$ cat config.mk
export PLATFORM = sky130hd
export DESIGN_NAME = rss_supervisor
export DESIGN_NICKNAME = d
export VERILOG_FILES = /design/src/core/rss_pkg.sv /design/src/core/rss_supervisor.sv
export SDC_FILE = /design/constraint.sdc
export NUM_CORES = 1
export LEC_CHECK = 0
export CAP_MARGIN = 20
export CORE_AREA = 2 2 159 161
export CTS_CLUSTER_DIAMETER = 60
export CTS_CLUSTER_SIZE = 20
export DETAILED_ROUTE_END_ITERATION = 10
export DIE_AREA = 0 0 161 163
export DONT_BUFFER_PORTS = 1
export GPL_ROUTABILITY_DRIVEN = 0
export SLEW_MARGIN = 20
export SYNTH_ARGS = -nofsm -noshare
export SYNTH_HDL_FRONTEND = slang
export SYNTH_SLANG_ARGS = --single-unit
$ cat constraint.sdc
create_clock -name clock_i -period 2.56 [get_ports clock_i]
set_input_delay 0.256 -clock clock_i [delete_from_list [all_inputs] [get_ports clock_i]]
set_output_delay 0.256 -clock clock_i [all_outputs]
set_load 0.01 [all_outputs]
$ cat src/core/rss_pkg.sv
// Constants for the reset source supervisor: offsets, fields, reset values.
// Assumes a 100 MHz device clock and a plain one-cycle register port.
package rss_pkg;
   localparam int unsigned CLK_MHZ = 100;
   localparam int unsigned ADDR_W = 8;
   localparam int unsigned DATA_W = 32;

   // Initial power-on pulse, least width
   localparam int unsigned POR_MIN_NS = 150;
   localparam int unsigned POR_CYC = (POR_MIN_NS * CLK_MHZ + 999) / 1000;
   localparam int unsigned POR_CNT_W = 5;

   // Precise low-voltage reset re-arm hold-off
   localparam int unsigned PLV_HOLD_US = 10;
   localparam int unsigned PLV_HOLD_CYC = PLV_HOLD_US * CLK_MHZ;
   localparam int unsigned PLV_HOLD_W = 10;

   // Monitor buzz on-time in sleep
   localparam int unsigned BUZZ_ON_CYC = 8;
   localparam int unsigned BUZZ_ON_W = 3;
   localparam int unsigned BUZZ_W = 16;
   localparam int unsigned WDT_W = 24;

   // Register offsets
   localparam logic [ADDR_W-1:0] OFS_CTRL = 8'h00;
   localparam logic [ADDR_W-1:0] OFS_TRIP = 8'h04;
   localparam logic [ADDR_W-1:0] OFS_BUZZ = 8'h08;
   localparam logic [ADDR_W-1:0] OFS_SWRST = 8'h0C;
   localparam logic [ADDR_W-1:0] OFS_WDT_CTRL = 8'h10;
   localparam logic [ADDR_W-1:0] OFS_WDT_PER = 8'h14;
   localparam logic [ADDR_W-1:0] OFS_WDT_KICK = 8'h18;
   localparam logic [ADDR_W-1:0] OFS_STATUS = 8'h1C;

   // Control fields
   localparam int unsigned CTRL_W = 8;
   localparam int unsigned CTRL_SWBLK = 0;
   localparam int unsigned CTRL_ANA = 1;
   localparam int unsigned CTRL_ARST = 2;
   localparam int unsigned CTRL_DRST = 3;
   localparam int unsigned CTRL_AEN = 4;
   localparam int unsigned CTRL_DEN = 5;
   localparam int unsigned CTRL_HEN = 6;
   localparam int unsigned CTRL_BOOST = 7;
   localparam logic [CTRL_W-1:0] CTRL_RST = 8'h02;

   // Trip codes: 1.70 V plus 250 mV per step; high trip fixed at 5.75 V
   localparam int unsigned LVL_W = 4;
   localparam int unsigned TRIP_DIG_LSB = 0;
   localparam int unsigned TRIP_ANA_LSB = 4;
   localparam logic [2*LVL_W-1:0] TRIP_RST = 8'h00;

   localparam logic [BUZZ_W-1:0] BUZZ_RST = 16'h0400;
   localparam logic [WDT_W-1:0] WDT_PER_RST = 24'h0F_4240;
   localparam int unsigned SWRST_BIT = 0;
   localparam int unsigned WDT_EN_BIT = 0;

   // Status fields
   localparam int unsigned ST_W = 7;
   localparam int unsigned ST_PLV = 0;
   localparam int unsigned ST_SW = 1;
   localparam int unsigned ST_WDT = 2;
   localparam int unsigned ST_EXT = 3;
   localparam int unsigned ST_DLV = 4;
   localparam int unsigned ST_ALV = 5;
   localparam int unsigned ST_AHV = 6;
endpackage : rss_pkg

$ cat src/core/rss_supervisor.sv
// Reset source supervisor: merges power-on, precise low-voltage, pin,
// software and watchdog resets. Assumes analog monitors deliver clocked levels.
`timescale 1ns/1ps

// Functional notes
// - Power-on pulse lasts at least 150 ns and stretches while supplies ramp.
// - After boot, power-on monitor stops; precise low-voltage monitor takes over.
// - Precise low-voltage trip gives a system reset; unlike power-on, it keeps status and watchdog enable.
// - Digital precise monitor cannot be disabled; analog part follows analog regulator.
// - Precise monitor off in sleep and hibernate, except during sleep buzz.
// - Precise reset waits 10 us after release before it may assert again.
// - Low-voltage trips programmable in 250 mV steps; high trip fixed 5.75 V.
// - Each low-voltage monitor can also reset the device; its status bit still raises the interrupt.
// - Voltage interrupt monitors stay off until power-on reset completes.
// - Buzz-time interrupt first wakes the device, then is recognised.
// - Pin held low keeps the device in power-on style reset; the code gives a system reset that keeps status and watchdog enable.
// - Reset pin works in sleep and hibernate.
// - Software reset bit write, processor or DMA, gives power-on style reset; the code gives a system reset that keeps status and watchdog enable.
// - A control bit blocks the software reset bit.
// - Watchdog not serviced within programmed interval causes reset.
// - Watchdog off after power-on; once enabled stays on until power-on.
// - Status register records causes and interrupts; cleared by power-on.
// - System reset returns all registers except status and watchdog enable to their reset state.
// - Supply monitors can interrupt before reset thresholds are reached.
// - Boost in sleep: chip wakes periodically for boost refresh.
module rss_supervisor (
   input wire logic clock_i,
   input wire logic rst_i,
   input wire logic [rss_pkg::ADDR_W-1:0] addr_i,
   input wire logic [rss_pkg::DATA_W-1:0] wdata_i,
   input wire logic wr_i,
   input wire logic rd_i,
   output logic [rss_pkg::DATA_W-1:0] rdata_o,
   input wire logic supply_ramping_i,
   input wire logic boot_done_i,
   input wire logic plv_dig_trip_i,
   input wire logic plv_ana_trip_i,
   input wire logic sleep_i,
   input wire logic hibernate_i,
   input wire logic digital_lv_trip_i,
   input wire logic analog_lv_trip_i,
   input wire logic analog_hv_trip_i,
   input wire logic external_reset_n_i,
   output logic system_reset_o,
   output logic por_monitor_en_o,
   output logic plv_dig_en_o,
   output logic plv_ana_en_o,
   output logic lv_monitor_en_o,
   output logic buzz_o,
   output logic [rss_pkg::LVL_W-1:0] digital_lv_level_o,
   output logic [rss_pkg::LVL_W-1:0] analog_lv_level_o,
   output logic lvi_irq_o,
   output logic wake_req_o,
   output logic boost_refresh_o
);
   import rss_pkg::*;

   logic por_active_r;
   logic [POR_CNT_W-1:0] por_cnt_r;
   logic boot_r;
   logic plv_req_r;
   logic [PLV_HOLD_W-1:0] plv_hold_r;
   logic [CTRL_W-1:0] ctrl_r;
   logic [2*LVL_W-1:0] trip_r;
   logic [BUZZ_W-1:0] buzz_per_r;
   logic [BUZZ_W-1:0] buzz_cnt_r;
   logic buzz_r;
   logic [BUZZ_ON_W-1:0] buzz_on_r;
   logic wdt_en_r;
   logic [WDT_W-1:0] wdt_per_r;
   logic [WDT_W-1:0] wdt_cnt_r;
   logic [ST_W-1:0] status_r;
   logic [ST_W-1:0] status_nxt;
   logic sys_rst_r;
   logic [DATA_W-1:0] rdata_r;
   logic power_on;
   logic awake;
   logic mon_en;
   logic plv_en;
   logic plv_raw;
   logic sw_pulse;
   logic wdt_kick;
   logic wdt_exp;
   logic dlv_ev;
   logic alv_ev;
   logic ahv_ev;
   logic lv_rst;
   logic reset_req;

   assign power_on = rst_i | por_active_r;
   assign awake = ~sleep_i & ~hibernate_i;

   // Power-on pulse, stretched while ramping
   always_ff @(posedge clock_i)
   begin
      if (rst_i)
      begin
         por_active_r <= 1'b1;
         por_cnt_r <= '0;
      end
      else if (por_active_r && supply_ramping_i)
      begin
         por_cnt_r <= '0;
      end
      else if (por_active_r)
      begin
         if (por_cnt_r == POR_CNT_W'(POR_CYC - 1))
            por_active_r <= 1'b0;
         else
            por_cnt_r <= por_cnt_r + 1'b1;
      end
   end

   // Boot hand-off
   always_ff @(posedge clock_i)
   begin
      if (power_on)
         boot_r <= 1'b0;
      else if (boot_done_i)
         boot_r <= 1'b1;
   end

   assign por_monitor_en_o = ~boot_r;
   assign plv_en = boot_r & (awake | buzz_r);
   assign plv_dig_en_o = plv_en;
   assign plv_ana_en_o = plv_en & ctrl_r[CTRL_ANA];
   assign plv_raw = plv_en & (plv_dig_trip_i | (ctrl_r[CTRL_ANA] & plv_ana_trip_i));

   // Precise low-voltage reset with re-arm hold-off
   always_ff @(posedge clock_i)
   begin
      if (power_on)
      begin
         plv_req_r <= 1'b0;
         plv_hold_r <= '0;
      end
      else if (plv_req_r)
      begin
         if (!plv_raw)
         begin
            plv_req_r <= 1'b0;
            plv_hold_r <= PLV_HOLD_W'(PLV_HOLD_CYC - 1);
         end
      end
      else if (plv_hold_r != '0)
         plv_hold_r <= plv_hold_r - 1'b1;
      else if (plv_raw)
         plv_req_r <= 1'b1;
   end

   // Voltage interrupt monitors
   assign mon_en = ~por_active_r & (awake | buzz_r);
   assign lv_monitor_en_o = mon_en;
   assign digital_lv_level_o = trip_r[TRIP_DIG_LSB +: LVL_W];
   assign analog_lv_level_o = trip_r[TRIP_ANA_LSB +: LVL_W];
   assign dlv_ev = mon_en & ctrl_r[CTRL_DEN] & digital_lv_trip_i;
   assign alv_ev = mon_en & ctrl_r[CTRL_AEN] & analog_lv_trip_i;
   assign ahv_ev = mon_en & ctrl_r[CTRL_HEN] & analog_hv_trip_i;
   assign lv_rst = (dlv_ev & ctrl_r[CTRL_DRST]) | (alv_ev & ctrl_r[CTRL_ARST]);

   // Software reset and watchdog service
   assign sw_pulse = wr_i & (addr_i == OFS_SWRST) & wdata_i[SWRST_BIT]
      & ~ctrl_r[CTRL_SWBLK];
   assign wdt_kick = wr_i & (addr_i == OFS_WDT_KICK);
   assign wdt_exp = wdt_en_r & (wdt_cnt_r >= wdt_per_r);

   // Merged reset: immediate assert, clocked release
   assign reset_req = por_active_r | plv_req_r | ~external_reset_n_i | sw_pulse
      | wdt_exp | lv_rst;
   assign system_reset_o = reset_req | sys_rst_r;

   always_ff @(posedge clock_i)
   begin
      if (rst_i)
         sys_rst_r <= 1'b1;
      else
         sys_rst_r <= reset_req;
   end

   // Control registers, reset by any system reset
   always_ff @(posedge clock_i)
   begin
      if (rst_i || system_reset_o)
      begin
         ctrl_r <= CTRL_RST;
         trip_r <= TRIP_RST;
         buzz_per_r <= BUZZ_RST;
         wdt_per_r <= WDT_PER_RST;
      end
      else if (wr_i)
      begin
         if (addr_i == OFS_CTRL)
            ctrl_r <= wdata_i[CTRL_W-1:0];
         if (addr_i == OFS_TRIP)
            trip_r <= wdata_i[2*LVL_W-1:0];
         if (addr_i == OFS_BUZZ)
            buzz_per_r <= wdata_i[BUZZ_W-1:0];
         if (addr_i == OFS_WDT_PER)
            wdt_per_r <= wdata_i[WDT_W-1:0];
      end
   end

   // Watchdog enable, cleared only by power-on
   always_ff @(posedge clock_i)
   begin
      if (power_on)
         wdt_en_r <= 1'b0;
      else if (wr_i && addr_i == OFS_WDT_CTRL && wdata_i[WDT_EN_BIT])
         wdt_en_r <= 1'b1;
   end

   // Watchdog counter
   always_ff @(posedge clock_i)
   begin
      if (rst_i || system_reset_o || wdt_kick || !wdt_en_r)
         wdt_cnt_r <= '0;
      else
         wdt_cnt_r <= wdt_cnt_r + 1'b1;
   end

   // Sleep buzz timer
   always_ff @(posedge clock_i)
   begin
      if (rst_i || system_reset_o || !sleep_i || hibernate_i)
      begin
         buzz_cnt_r <= '0;
         buzz_r <= 1'b0;
         buzz_on_r <= '0;
      end
      else if (buzz_r)
      begin
         if (buzz_on_r == BUZZ_ON_W'(BUZZ_ON_CYC - 1))
         begin
            buzz_r <= 1'b0;
            buzz_on_r <= '0;
         end
         else
            buzz_on_r <= buzz_on_r + 1'b1;
      end
      else if (buzz_cnt_r >= buzz_per_r)
      begin
         buzz_cnt_r <= '0;
         buzz_r <= 1'b1;
      end
      else
         buzz_cnt_r <= buzz_cnt_r + 1'b1;
   end

   assign buzz_o = buzz_r;
   assign boost_refresh_o = buzz_r & ctrl_r[CTRL_BOOST];

   // Status: set wins over write-one-to-clear
   always_comb
   begin
      status_nxt = status_r;
      if (wr_i && addr_i == OFS_STATUS)
         status_nxt = status_r & ~wdata_i[ST_W-1:0];
      status_nxt[ST_PLV] = status_nxt[ST_PLV] | plv_req_r;
      status_nxt[ST_SW] = status_nxt[ST_SW] | sw_pulse;
      status_nxt[ST_WDT] = status_nxt[ST_WDT] | wdt_exp;
      status_nxt[ST_EXT] = status_nxt[ST_EXT] | ~external_reset_n_i;
      status_nxt[ST_DLV] = status_nxt[ST_DLV] | dlv_ev;
      status_nxt[ST_ALV] = status_nxt[ST_ALV] | alv_ev;
      status_nxt[ST_AHV] = status_nxt[ST_AHV] | ahv_ev;
   end

   always_ff @(posedge clock_i)
   begin
      if (power_on)
         status_r <= '0;
      else
         status_r <= status_nxt;
   end

   // Interrupt recognised only once awake
   assign wake_req_o = sleep_i & (|status_r[ST_AHV:ST_DLV]);
   assign lvi_irq_o = awake & (|status_r[ST_AHV:ST_DLV]);

   // Read port
   always_ff @(posedge clock_i)
   begin
      if (rst_i || !rd_i)
         rdata_r <= '0;
      else
      begin
         case (addr_i)
            OFS_CTRL: rdata_r <= DATA_W'(ctrl_r);
            OFS_TRIP: rdata_r <= DATA_W'(trip_r);
            OFS_BUZZ: rdata_r <= DATA_W'(buzz_per_r);
            OFS_WDT_CTRL: rdata_r <= DATA_W'(wdt_en_r);
            OFS_WDT_PER: rdata_r <= DATA_W'(wdt_per_r);
            OFS_STATUS: rdata_r <= DATA_W'(status_r);
            default: rdata_r <= '0;
         endcase
      end
   end

   assign rdata_o = rdata_r;
endmodule : rss_supervisor

* After elaboration in Yosys (flattened, before gate mapping)
Cells that the tools add are included.
** Cells by class
- $add $sub $neg :: 5
- Multiply operators :: 0
- Div/mod/pow operators :: 0
- Order comparisons :: 2
- Equal/unequal tests :: 10
- Shift operators :: 0
- Mux-type cells :: 15
- Bitwise gates (word level) :: 48
- Reduce and logical (&&, ||, !) cells :: 24
** Operator list (number)
- 24-bit case mux with 6 select lines :: 1
- 8-bit by 5-bit equality test with 1-bit output, second input constant :: 4
- 10-bit two-way mux :: 3
- 24-bit by 1-bit adder with 24-bit output, second input constant :: 1
- 24-bit greater-or-equal comparator :: 1
- 1-bit bitwise AND :: 22
- 1-bit OR :: 17
- 16-bit by 1-bit adder with 16-bit output, second input constant :: 1
- 8-bit by 4-bit equality test with 1-bit output, second input constant :: 2
- 16-bit greater-or-equal comparator :: 1
- 16-bit two-way mux :: 1
- 2-bit AND reduction :: 6
- 10-bit nonzero test :: 1
- 10-bit by 1-bit subtractor with 10-bit output, second input constant :: 1
- 8-bit by 3-bit equality test with 1-bit output, second input constant :: 1
- 8-bit zero test :: 1
- 1-bit two-way mux :: 8
- 7-bit bitwise AND :: 1
- 7-bit two-way mux :: 1
- 1-bit NOT :: 7
- 7-bit NOT :: 1
- 1-bit logical OR :: 6
- 5-bit by 1-bit adder with 5-bit output, second input constant :: 1
- 5-bit by 4-bit equality test with 1-bit output, second input constant :: 1
- other kinds (9) :: 14
** Word-level totals
- Register bits :: 159
- Bits in latches :: 0
- RAM bits :: 0
- Memory bits (read-only) :: 0
- Bits of input ports :: 54
- Output and inout port bits :: 49
- Logic and storage cells :: 121
- Memories kept :: 0

* Logic depth before layout (Yosys ltp)
Gate-level depths: netlist of run 1.
- Depth after elaboration :: 13
- Mapped depth :: 10

* Least setup slack after synthesis of run 1
OpenSTA, ideal clock, no wires.
- Path type :: flip-flop to flip-flop
- Start point :: reg wdt_per_r[21]
- End point :: reg ctrl_r[1]
- Setup time :: 0.120 ns
- Arrival time :: 2.112 ns
- Required time :: 2.440 ns
- Setup slack :: 0.328 ns
- Stages on the path, launching flop included :: 10
- Path buffers :: 1
- Period minus slack after synthesis :: 2.232 ns
- Cells stage by stage :: dfxtp_1 > inv_1 > ha_1 > a21o_1 > a21o_1 > a221o_1 > o31ai_4 > nand4_1 > buf_2 > a211o_1
** On the way
- Longest elaborated chain between the ends :: 6
** RTL lines
- start, declared :: line rss_supervisor.sv:70 : logic [WDT_W-1:0] wdt_per_r;
- start signal, assigned :: line rss_supervisor.sv:199 : wdt_per_r <= wdata_i[WDT_W-1:0];
- 24-bit greater-or-equal comparator :: line rss_supervisor.sv:165 : assign wdt_exp = wdt_en_r & (wdt_cnt_r >= wdt_per_r);
- 1-bit bitwise AND :: line rss_supervisor.sv:165
- 1-bit OR (2 in series) :: line rss_supervisor.sv:169 : | wdt_exp | lv_rst;
- 1-bit OR :: line rss_supervisor.sv:170 : assign system_reset_o = reset_req | sys_rst_r;
- 1-bit logical OR :: line rss_supervisor.sv:183 : if (rst_i || system_reset_o)
- end signal, assigned :: line rss_supervisor.sv:193 : ctrl_r <= wdata_i[CTRL_W-1:0];
- end, declared :: line rss_supervisor.sv:63 : logic [CTRL_W-1:0] ctrl_r;
Every way passes these cells.
A chain may end at the register's enable or synchronous reset.

* Final worst setup path of run 1
- Start point :: reg wdt_cnt_r[22]
- End point :: out system_reset_o
** On the way
- Longest elaborated chain between the ends :: 5
** RTL lines
- start, declared :: line rss_supervisor.sv:71 : logic [WDT_W-1:0] wdt_cnt_r;
- start signal, assigned :: line rss_supervisor.sv:218 : wdt_cnt_r <= wdt_cnt_r + 1'b1;
- 24-bit greater-or-equal comparator :: line rss_supervisor.sv:165
- 1-bit bitwise AND :: line rss_supervisor.sv:165
- 1-bit OR (2 in series) :: line rss_supervisor.sv:169
- 1-bit OR :: line rss_supervisor.sv:170
- end, declared :: line rss_supervisor.sv:44 : output logic system_reset_o,
Every way passes these cells.

==> results of run 1 <==
[cell usage after synthesis (all sizes together), types with 7 or more instances]
library cell	instances
a211o	10
a211oi	7
a21oi	52
a22oi	8
and3	18
buf	24
clkbuf	19
dfxtp	151
ha	47
inv	50
mux2i	39
nand2	64
nand3	50
nand4	13
nor2	114
nor3	22
nor4	11
o22ai	8
xnor2	17
xor2	30
[final cells by class]
cell class,instances,share of cell area [%]
Inverter,50,2.13
Multi-Input combinational cell,593,45.0
Timing Repair Buffer,62,6.40
Clock inverter,12,1.99
Sequential cell,151,34.6
Clock buffer,20,5.07
Tap cell,330,4.69
Antenna cell,4,0.114
[power groups by stage]
stage / clock (uW) / sequential, uW / combinational, uW
floorplan: 0 / 2400 / 59.3
global placement: 0 / 2400 / 38.0
detailed placement: 0 / 2410 / 38.4
CTS: 2710 / 2350 / 93.9
global route: 2810 / 2350 / 101
finish: 2670 / 2350 / 94.5
[metal layers]
layer	vias up	wire length [um]	track usage, %	part of all wire, %
met5	-	13	0	0.067
met4	2	274	4.99	1.4
met3	25	1050	4.05	5.4
met2	148	8890	24.5	46
met1	2868	9170	19.3	47
li1	2978	-	-	-
[per-stage QoR]
| step | power [uW] | setup TNS [ps] |
|---|---|---|
| floorplan | 2460 | 0 |
| global placement | 2440 | 0 |
| detailed placement | 2440 | 0 |
| CTS | 5150 | -153 |
| global route | 5260 | -271 |
| finish | 5110 | -67.5 |
[flip-flops by register name, indices dropped and copies added, names as in the netlist]
name          cells
ctrl_r            8
buzz_cnt_r       16
sys_rst_r         1
por_cnt_r         5
por_active_r      1
wdt_cnt_r        24
buzz_on_r         3
trip_r            8
plv_hold_r       10
rdata_o          24
status_r          7
wdt_per_r        24
buzz_per_r       16
plv_req_r         1
buzz_o            1
boot_r            1
wdt_en_r          1
[worst paths after layout]
check / to / slack [ps] / depth (start not counted)
worst max-delay path: system_reset_o / -70 / 8
worst min-delay path: status_r[4]$_SDFF_PP0_ / 20 / 3
worst max register to register: buzz_per_r[3]$_SDFFE_PP0P_ / 160 / 12
worst min register to register: wdt_per_r[7]$_SDFFE_PP0P_ / 450 / 2
[kinds of logic (layout without fill, tap and decap cells)]
logic type	count (synthesis)	after routing	synth area share [%]
simple gates	331	331	22.2
flops	151	151	41.8
compound gates	121	121	11.1
buf+inv	93	144	5.64
fa+ha+maj	47	47	8.13
xor+xnor	47	47	5.69
mux	39	39	5.40
other cells	1	12	0.0518
[tightest hold or removal path: cells and delay by family]
family / cells / cell delay (ps)
and+or+nand+nor: 2 / 110
AOI/OAI and AO/OA: 1 / 40
[repair_timing]
item	CTS	global route
hold buffers	31	0
setup buffers	5	3
pin swaps	11	10
gates resized for setup	18	28
setup endpoints to repair	1	29
gates cloned	0	0
hold endpoints to repair	62	0
==> results.json, run 1 <==
{
  "outcome": "finished, violations left",
  "violations": "negative setup slack",
  "cts_root_buf": "clkbuf_16",
  "fillers": 2502,
  "pwr-share-clk_pct": 52.2,
  "area_growth_pct": 21.7,
  "final_common_cell": "dfxtp_1",
  "dpl_cell_area_mm2": 0.00764,
  "worstSkewPairLatency_ps": 430,
  "clock_path_buffers": 2,
  "grt_max_degree": 33,
  "gr-total-overflow": 0,
  "path_buf_inv": 1,
  "holdWs_ps": 16.1,
  "skew_ps": 17.6,
  "worst_pin_slew_ps": 1090,
  "multiInputGateArea_mm2": 0.00396,
  "htreeDepth": 4,
  "die_area_mm2": 0.0262,
  "startpoint": "wdt_cnt_r[22]$_SDFF_PP0_",
  "hold_class": "in2reg",
  "yosysWarningCount": 0,
  "synthArstFlopShare_pct": 0,
  "p_switching_uw": 1060,
  "via_per_inst": 4.93,
  "num_vias": 6021,
  "path_max_fanout": 3,
  "yosysTopAreaCell": "dfxtp_1",
  "slew_violations": 0,
  "syn_area_mm2": 0.00723,
  "timing.rr.start": "wdt_per_r[23]$_SDFFE_PP0P_",
  "cts_made_buffers": 17,
  "crit_path_cell_trace": "ha_1, nand4_1, nor2_2, a221o_1, o31ai_4, buf_6, nand3_4, or2_4",
  "combPwrFrac_pct": 1.8,
  "place_hpwl_mm": 13.6,
  "drc": 0,
  "fin_area_mm2": 0.00880,
  "worstPathRequired_ps": 2300,
  "maxSlewHeadroom_pct": 27.2,
  "synth_cells": 830,
  "dpl.cell_count": 1147,
  "cts_tree": "done",
  "initial_utilization_pct": 29.3,
  "die_height_um": 163,
  "synth-edff-count": 0,
  "startpoint_type": "flop",
  "rsz0062_at_grt": "yes",
  "power_density_mw_per_mm2": 581,
  "cp_slowest_cell": "a221o_1",
  "die_w_um": 161,
  "max_cap_viol_count": 0,
  "post-route-min-period_ps": 2630,
  "finalSetupViolCount": 1,
  "power.share.sequential_pct": 46.0,
  "post-route-util_pct": 35.7,
  "synth_cell_types": 57,
  "instances_no_fill": 1222,
  "ys_seq_area_share_pct": 41.8,
  "syn_avg_cell_area_um2": 8.71,
  "synth_top_cell_area_share_pct": 41.8,
  "synth.area.top_cells": "dfxtp_1, ha_1, nor2_1",
  "synthFlopType": "dfxtp_1",
  "ios": 103,
  "worstHoldStart": "wdata_i[4]",
  "cts.sinks": 151,
  "grt_first_pass_wirelength_mm": 30.9,
  "antenna_found_initial": 5,
  "max_stage_delay_ps": 350,
  "routed_wl_mm": 19.4,
  "p_int_uw": 4050,
  "ir_worst_vdd_mv": 0.451,
  "grt_pass1_vias": 5756,
  "crit_path_end_kind": "output pin",
  "io_buffers": 0,
  "power.share.switching_pct": 20.8,
  "ant_nets": 0,
  "first_pass_iters": 5,
  "yosys_register_bits": 151,
  "p_leak_uw": 0.00300,
  "ff_latch_area_mm2": 0.00305,
  "timing.final.crit_share_pct": 103,
  "grt.total_usage_pct": 15.0,
  "rows": 58,
  "crit_arrival_ps": 2370,
  "hold_viol": 0,
  "fmax_mhz": 381,
  "drt_iter0_drc": 358,
  "fin_nets": 976,
  "wire_per_inst_um": 15.9,
  "finalWorstSetupSlack_ps": -67.5,
  "layout_common_cells": "dfxtp_1, nor2_1, nand2_1",
  "layout-drive-gt1-share_pct": 13.1,
  "path_clk_slew_ps": 60,
  "core-area_mm2": 0.0247,
  "dp_slack_ps": 83.4,
  "cpLargestDelayFamily": "compound AO/OA/AOI/OAI gates",
  "critical_path_class": "reg2out"
}
No activity file was read; power rests on OpenSTA's default activity.
==> inputs of run 2 (changes only) <==
--- a/config.mk
+++ b/config.mk
@@ -5,12 +5,13 @@
 export SDC_FILE = /design/constraint.sdc
 export NUM_CORES = 1
 export LEC_CHECK = 0
-export CAP_MARGIN = 20
-export CORE_AREA = 2 2 159 161
+export ABC_AREA = 1
+export CAP_MARGIN = 25
+export CORE_AREA = 2 2 161 163
 export CTS_CLUSTER_DIAMETER = 60
 export CTS_CLUSTER_SIZE = 20
 export DETAILED_ROUTE_END_ITERATION = 10
-export DIE_AREA = 0 0 161 163
+export DIE_AREA = 0 0 163 165
 export DONT_BUFFER_PORTS = 1
 export GPL_ROUTABILITY_DRIVEN = 0
 export SLEW_MARGIN = 20
==> run 2 against run 1 <==
Compared with the run above:
- the run now ends clean
- non-clock buffer count fell by 15
- total power down 5.3%
- first-iteration DRC count up 30%
- global-route usage rose by 0.16 points
- sequential power hardly changed
- critical path type unchanged
- largest power group unchanged
==> results.json, run 2 <==
{
  "antenna_found_initial": 0,
  "first_pass_iters": 5,
  "max_cap_viol_count": 0,
  "rows": 58,
  "fmax_mhz": 420,
  "drc": 0,
  "maxSlewHeadroom_pct": 40.8,
  "syn_area_mm2": 0.00747,
  "die_height_um": 165,
  "power.share.switching_pct": 22.4,
  "skew_ps": 14.4,
  "slew_violations": 0,
  "synthFlopType": "dfxtp_1",
  "htreeDepth": 4,
  "post-route-min-period_ps": 2380,
  "syn_avg_cell_area_um2": 7.44,
  "yosysTopAreaCell": "dfxtp_1",
  "crit_path_end_kind": "output pin",
  "drt_iter0_drc": 467,
  "p_leak_uw": 0.00326,
  "cp_slowest_cell": "dfxtp_2",
  "hold_class": "in2reg",
  "yosysWarningCount": 0,
  "cts_tree": "done",
  "initial_utilization_pct": 29.9,
  "p_int_uw": 3760,
  "clock_path_buffers": 2,
  "synth-compound-area-share_pct": 10.5,
  "setup_tns_ps": 0,
  "path_clk_slew_ps": 60,
  "pwr-share-clk_pct": 49.2,
  "ios": 103,
  "synthArstFlopShare_pct": 0,
  "fin_nets": 1135,
  "gr-total-overflow": 0,
  "synth_cells": 1004,
  "cts_root_buf": "clkbuf_16",
  "crit_path_cell_trace": "inv_1, ha_1, nand2_1, nor2_2, nand2_1, nor3_4, nand3_1, nand2_1, nand2_2, buf_4, nand3_4",
  "place_hpwl_mm": 14.4,
  "yosysMostFrequentCell": "nand2_1",
  "synth_top_cell_area_share_pct": 40.4,
  "multiInputGateArea_mm2": 0.00387,
  "ys_seq_area_share_pct": 40.4,
  "critical_path_class": "reg2out",
  "power.share.sequential_pct": 48.6,
  "combPwrFrac_pct": 2.2,
  "ir_worst_vdd_mv": 0.335,
  "fillers": 2597,
  "yosys_register_bits": 151,
  "wire_per_inst_um": 14.6,
  "dpl.cell_count": 1314,
  "post-route-util_pct": 34.9,
  "holdWs_ps": 9.25,
  "synth-edff-count": 0,
  "worstPathRequired_ps": 2300,
  "instances_no_fill": 1376,
  "num_antenna_cells": 0,
  "path_max_fanout": 3,
  "grt_first_pass_wirelength_mm": 31.5,
  "ff_latch_area_mm2": 0.00302,
  "max_stage_delay_ps": 340,
  "synth_cell_types": 42,
  "synth_commonest_cells": "nand2_1, dfxtp_1, nor2_1, inv_1, a21oi_1",
  "crit_arrival_ps": 2130,
  "synth_xor_area_share_pct": 4.34,
  "die_w_um": 163,
  "timing.final.crit_share_pct": 93.1,
  "p_switching_uw": 1080,
  "cts_made_buffers": 17,
  "layout_common_cells": "nand2_1, dfxtp_1, nor2_1",
  "synth_top_family_by_area": "simple AND/OR/NAND/NOR gates",
  "num_vias": 6619,
  "final_common_cell": "nand2_1",
  "synth.area.top_cells": "dfxtp_1, nand2_1, ha_1",
  "area_growth_pct": 16.9,
  "power_density_mw_per_mm2": 554,
  "grt_max_degree": 71,
  "synth-simple-area-share_pct": 27.7,
  "worstSkewPairLatency_ps": 440,
  "rsz0062_at_grt": "no",
  "routed_wl_mm": 20.1,
  "grt.total_usage_pct": 15.2,
  "hold_viol": 0,
  "via_per_inst": 4.81,
  "critPathMostFrequentCell": "nand2_1",
  "synthAdderAreaFrac_pct": 7.87,
  "layout-drive-gt1-share_pct": 7.36,
  "io_buffers": 0,
  "grt_pass1_vias": 6034,
  "outcome": "finished clean",
  "worst_pin_slew_ps": 886,
  "ant_nets": 0,
  "core-area_mm2": 0.0250,
  "startpoint_type": "flop",
  "die_area_mm2": 0.0269,
  "cts.sinks": 151,
  "finalSetupViolCount": 0,
  "synthMuxAreaShare_pct": 0.402
}
run 2: power by group through the flow:
| stage | clock network [uW] | logic [uW] | registers, uW |
|---|---|---|---|
| after global routing | 2540 | 111 | 2350 |
| after CTS | 2430 | 99.1 | 2350 |
| final | 2380 | 104 | 2350 |
| after detailed placement | 0 | 43.8 | 2400 |
| after global placement | 0 | 42.9 | 2400 |
| after floorplan | 0 | 50.7 | 2400 |
run 2: worst max-delay path, delay by kind of cell (launching register included):
family,cells,cell delay (ps)
fa+ha+maj,1,280
buf+inv,2,210
simple gates,8,860
flops,1,340
run 2: layout make-up:
class | count | share of cell area [%]
sequential | 151 | 34.6
clock inverter | 10 | 1.13
multi-input combinational | 704 | 44.3
clock buffer | 21 | 5.16
timing repair buffer | 47 | 5.23
tap | 330 | 4.73
inverter | 113 | 4.85
run 2: per-stage QoR:
stage	total power, uW	area (um2)	worst slack, ps
floorplan	2460	7500	726
global placement	2450	7840	220
detailed placement	2450	7840	180
CTS	4890	8700	29.5
global route	5000	8740	1.97
finish	4840	8740	177
run 2: kinds of logic after synthesis:
family	after synthesis
DFF	151
xor gates and xnor gates	37
and+or+nand+nor	466
adders and majority gates	47
buffers and inverters	156
muxes	3
AOI/OAI and AO/OA	143
other	1
run 2: final timing paths:
path / cells past startpoint / slack [ps] / startpoint / endpoint
worst max register to register: 14 / 380 / wdt_per_r[11]$_SDFFE_PP0P_ / wdt_cnt_r[23]$_SDFF_PP0_
worst max-delay path: 11 / 180 / wdt_per_r[15]$_SDFFE_PP0P_ / system_reset_o
worst min-delay path: 2 / 9 / wdata_i[20] / wdt_per_r[20]$_SDFFE_PP0P_
worst min register to register: 2 / 460 / wdt_per_r[7]$_SDFFE_PP0P_ / wdt_per_r[7]$_SDFFE_PP0P_
run 2: timing repair:
| item | CTS | global route |
|---|---|---|
| hold buffers | 29 | 1 |
| setup endpoints to repair | 1 | 1 |
| pin swaps | 1 | 1 |
| endpoints found under the hold margin | 54 | 1 |
| buffers inserted | 0 | 0 |
| resized for setup | 6 | 4 |
run 2: routing by layer:
metal | share of wire [%] | wire (um) | track usage (%)
met4 | 3.1 | 631 | 7.48
met3 | 4.6 | 925 | 3.79
met5 | 0 | 0 | 0
met1 | 43 | 8740 | 18.0
met2 | 49 | 9830 | 25.6
==> inputs of run 3 (changes only) <==
--- a/config.mk
+++ b/config.mk
@@ -5,15 +5,15 @@
 export SDC_FILE = /design/constraint.sdc
 export NUM_CORES = 1
 export LEC_CHECK = 0
-export ABC_AREA = 1
 export CAP_MARGIN = 25
-export CORE_AREA = 2 2 161 163
+export CORE_AREA = 2 2 159 161
 export CTS_CLUSTER_DIAMETER = 60
 export CTS_CLUSTER_SIZE = 20
 export DETAILED_ROUTE_END_ITERATION = 10
-export DIE_AREA = 0 0 163 165
+export DIE_AREA = 0 0 161 163
 export DONT_BUFFER_PORTS = 1
 export GPL_ROUTABILITY_DRIVEN = 0
+export MAX_ROUTING_LAYER = met4
 export SLEW_MARGIN = 20
 export SYNTH_ARGS = -nofsm -noshare
 export SYNTH_HDL_FRONTEND = slang
==> run 3 against run 2 <==
Compared with the run above:
- the flow now finishes with violations (negative setup slack)
- worst setup slack lost 240 ps
- flip-flop and latch count did not move
- via count down 9.2%
- sequential power is essentially flat
- die area fell by 2.4%
- largest cell class unchanged
- sequential share of layout area barely moved
- hold slack improved by 4.0 ps
- non-clock buffer count is 15 higher
- count of clock-buffer cells in the layout decreased by 1
- first-iteration DRC count decreased by 19%
==> results.json, run 3 (synthesis results as in run 1) <==
{
  "hold_class": "in2reg",
  "die_area_mm2": 0.0262,
  "holdWs_ps": 13.3,
  "worst_pin_slew_ps": 1090,
  "rsz0062_at_grt": "yes",
  "grt.total_usage_pct": 15.4,
  "power.total_uw": 5110,
  "max_cap_viol_count": 0,
  "power_density_mw_per_mm2": 580,
  "hold_path_end": "status_r[4]$_SDFF_PP0_",
  "drc": 0,
  "die_height_um": 163,
  "crit_path_end_kind": "output pin",
  "maxSlewHeadroom_pct": 27.4,
  "critical_path_class": "reg2out",
  "finalWorstSetupSlack_ps": -66.7,
  "rrSetupSlack_ps": 160,
  "hold_viol": 0,
  "area_growth_pct": 21.8,
  "startpoint_type": "flop",
  "path_max_fanout": 3,
  "post-route-util_pct": 35.7,
  "place_hpwl_mm": 13.6,
  "crit_arrival_ps": 2370,
  "skew_ps": 14.1,
  "rows": 58,
  "initial_utilization_pct": 29.3,
  "layout-drive-gt1-share_pct": 13.1,
  "cts.sinks": 151,
  "cts_made_buffers": 17,
  "layout_common_cells": "dfxtp_1, nor2_1, nand2_1",
  "ios": 103,
  "fin_nets": 976,
  "ir_worst_vdd_mv": 0.450,
  "timing.rr.start": "wdt_per_r[23]$_SDFFE_PP0P_",
  "final_common_cell": "dfxtp_1",
  "fmax_mhz": 381,
  "hold_depth": 3,
  "clock_path_buffers": 2,
  "rr_worst_depth": 12,
  "grt_pass1_vias": 5746,
  "first_pass_iters": 5,
  "setup_tns_ps": -66.7,
  "worstSkewPairLatency_ps": 430,
  "core-area_mm2": 0.0247,
  "via_per_inst": 4.91,
  "path_clk_slew_ps": 60,
  "post-route-min-period_ps": 2630,
  "ant_nets": 0,
  "crit_path_cell_trace": "ha_1, nand4_1, nor2_2, a221o_1, o31ai_4, buf_6, nand3_4, or2_4",
  "max_stage_delay_ps": 350,
  "timing.final.crit_share_pct": 103,
  "worstHoldStart": "wdata_i[4]",
  "die_w_um": 161,
  "worstPathRequired_ps": 2300,
  "cp_slowest_cell": "a221o_1",
  "outcome": "finished, violations left",
  "grt_first_pass_wirelength_mm": 30.9,
  "io_buffers": 0,
  "grt_max_degree": 33,
  "violations": "negative setup slack",
  "wire_per_inst_um": 15.9,
  "drt_iter0_drc": 379,
  "num_vias": 6011,
  "gr-total-overflow": 0,
  "antenna_found_initial": 6,
  "htreeDepth": 4,
  "finalSetupViolCount": 1,
  "p_leak_uw": 0.00300,
  "routed_wl_mm": 19.5,
  "slew_violations": 0,
  "r2r_end": "buzz_per_r[3]$_SDFFE_PP0P_",
  "cts_tree": "done",
  "cts_root_buf": "clkbuf_16"
}
run 3: stage by stage:
stage | setup WS (ps) | cell area [um2] | std cells
3_5_place_dp | 83.4 | 7640 | 1147
5_1_grt | -166 | 8810 | 1224
4_1_cts | -153 | 8690 | 1215
6_report | -66.7 | 8810 | 1224
3_3_place_gp | 99.5 | 7640 | 1147
2_1_floorplan | 328 | 7260 | 837
run 3: power by group:
group	leakage, uW	internal (uW)	switching, uW	total [uW]
clock	0.000296	1660	1010	2660
sequential	0.00122	2350	1.78	2350
combinational	0.00148	45.3	49.7	95.0
total	0.00300	4050	1060	5110
run 3: worst max-delay path by stage:
stage / cells past startpoint / slack, ps / to / from
detailed placement: 9 / 80 / system_reset_o / wdt_per_r[13]$_SDFFE_PP0P_
CTS: 9 / -150 / system_reset_o / wdt_per_r[21]$_SDFFE_PP0P_
floorplan: 9 / 330 / ctrl_r[1]$_SDFFE_PP1P_ / wdt_per_r[21]$_SDFFE_PP0P_
global route: 8 / -170 / system_reset_o / wdt_cnt_r[22]$_SDFF_PP0_
global placement: 9 / 100 / system_reset_o / wdt_per_r[13]$_SDFFE_PP0P_
finish: 8 / -70 / system_reset_o / wdt_cnt_r[22]$_SDFF_PP0_
run 3: metal layers:
metal | routed length (um) | vias to the layer above | GRT usage [%]
li1 | - | 2978 | -
met2 | 8950 | 155 | 24.4
met3 | 1120 | 22 | 3.74
met4 | 229 | 0 | 5.24
met5 | 0 | - | -
met1 | 9160 | 2856 | 19.4
run 3: cell type report:
class / count / area, um2
Antenna cell: 6 / 15.0
Clock buffer: 20 / 447
Clock inverter: 12 / 175
Fill cell: 2500 / 15900
Inverter: 50 / 188
Multi-Input combinational cell: 593 / 3960
Sequential cell: 151 / 3050
Tap cell: 330 / 413
Timing Repair Buffer: 62 / 563
run 3: worst max-delay path: cells and delay by family (launching register included):
family / cells / cell delay, ps
and+or+nand+nor: 4 / 560
AOI/OAI and AO/OA: 2 / 590
buffers and inverters: 1 / 150
adders and majority gates: 1 / 310
DFF: 1 / 340
run 3: timing repair:
action                                  in CTS  in global routing
setup buffers                                5                  3
resized for setup                           18                 28
hold buffers                                31                  0
endpoints found under the setup margin       1                 29
pin swaps                                   11                 10
cloned                                       0                  0
hold endpoints to repair                    62                  0
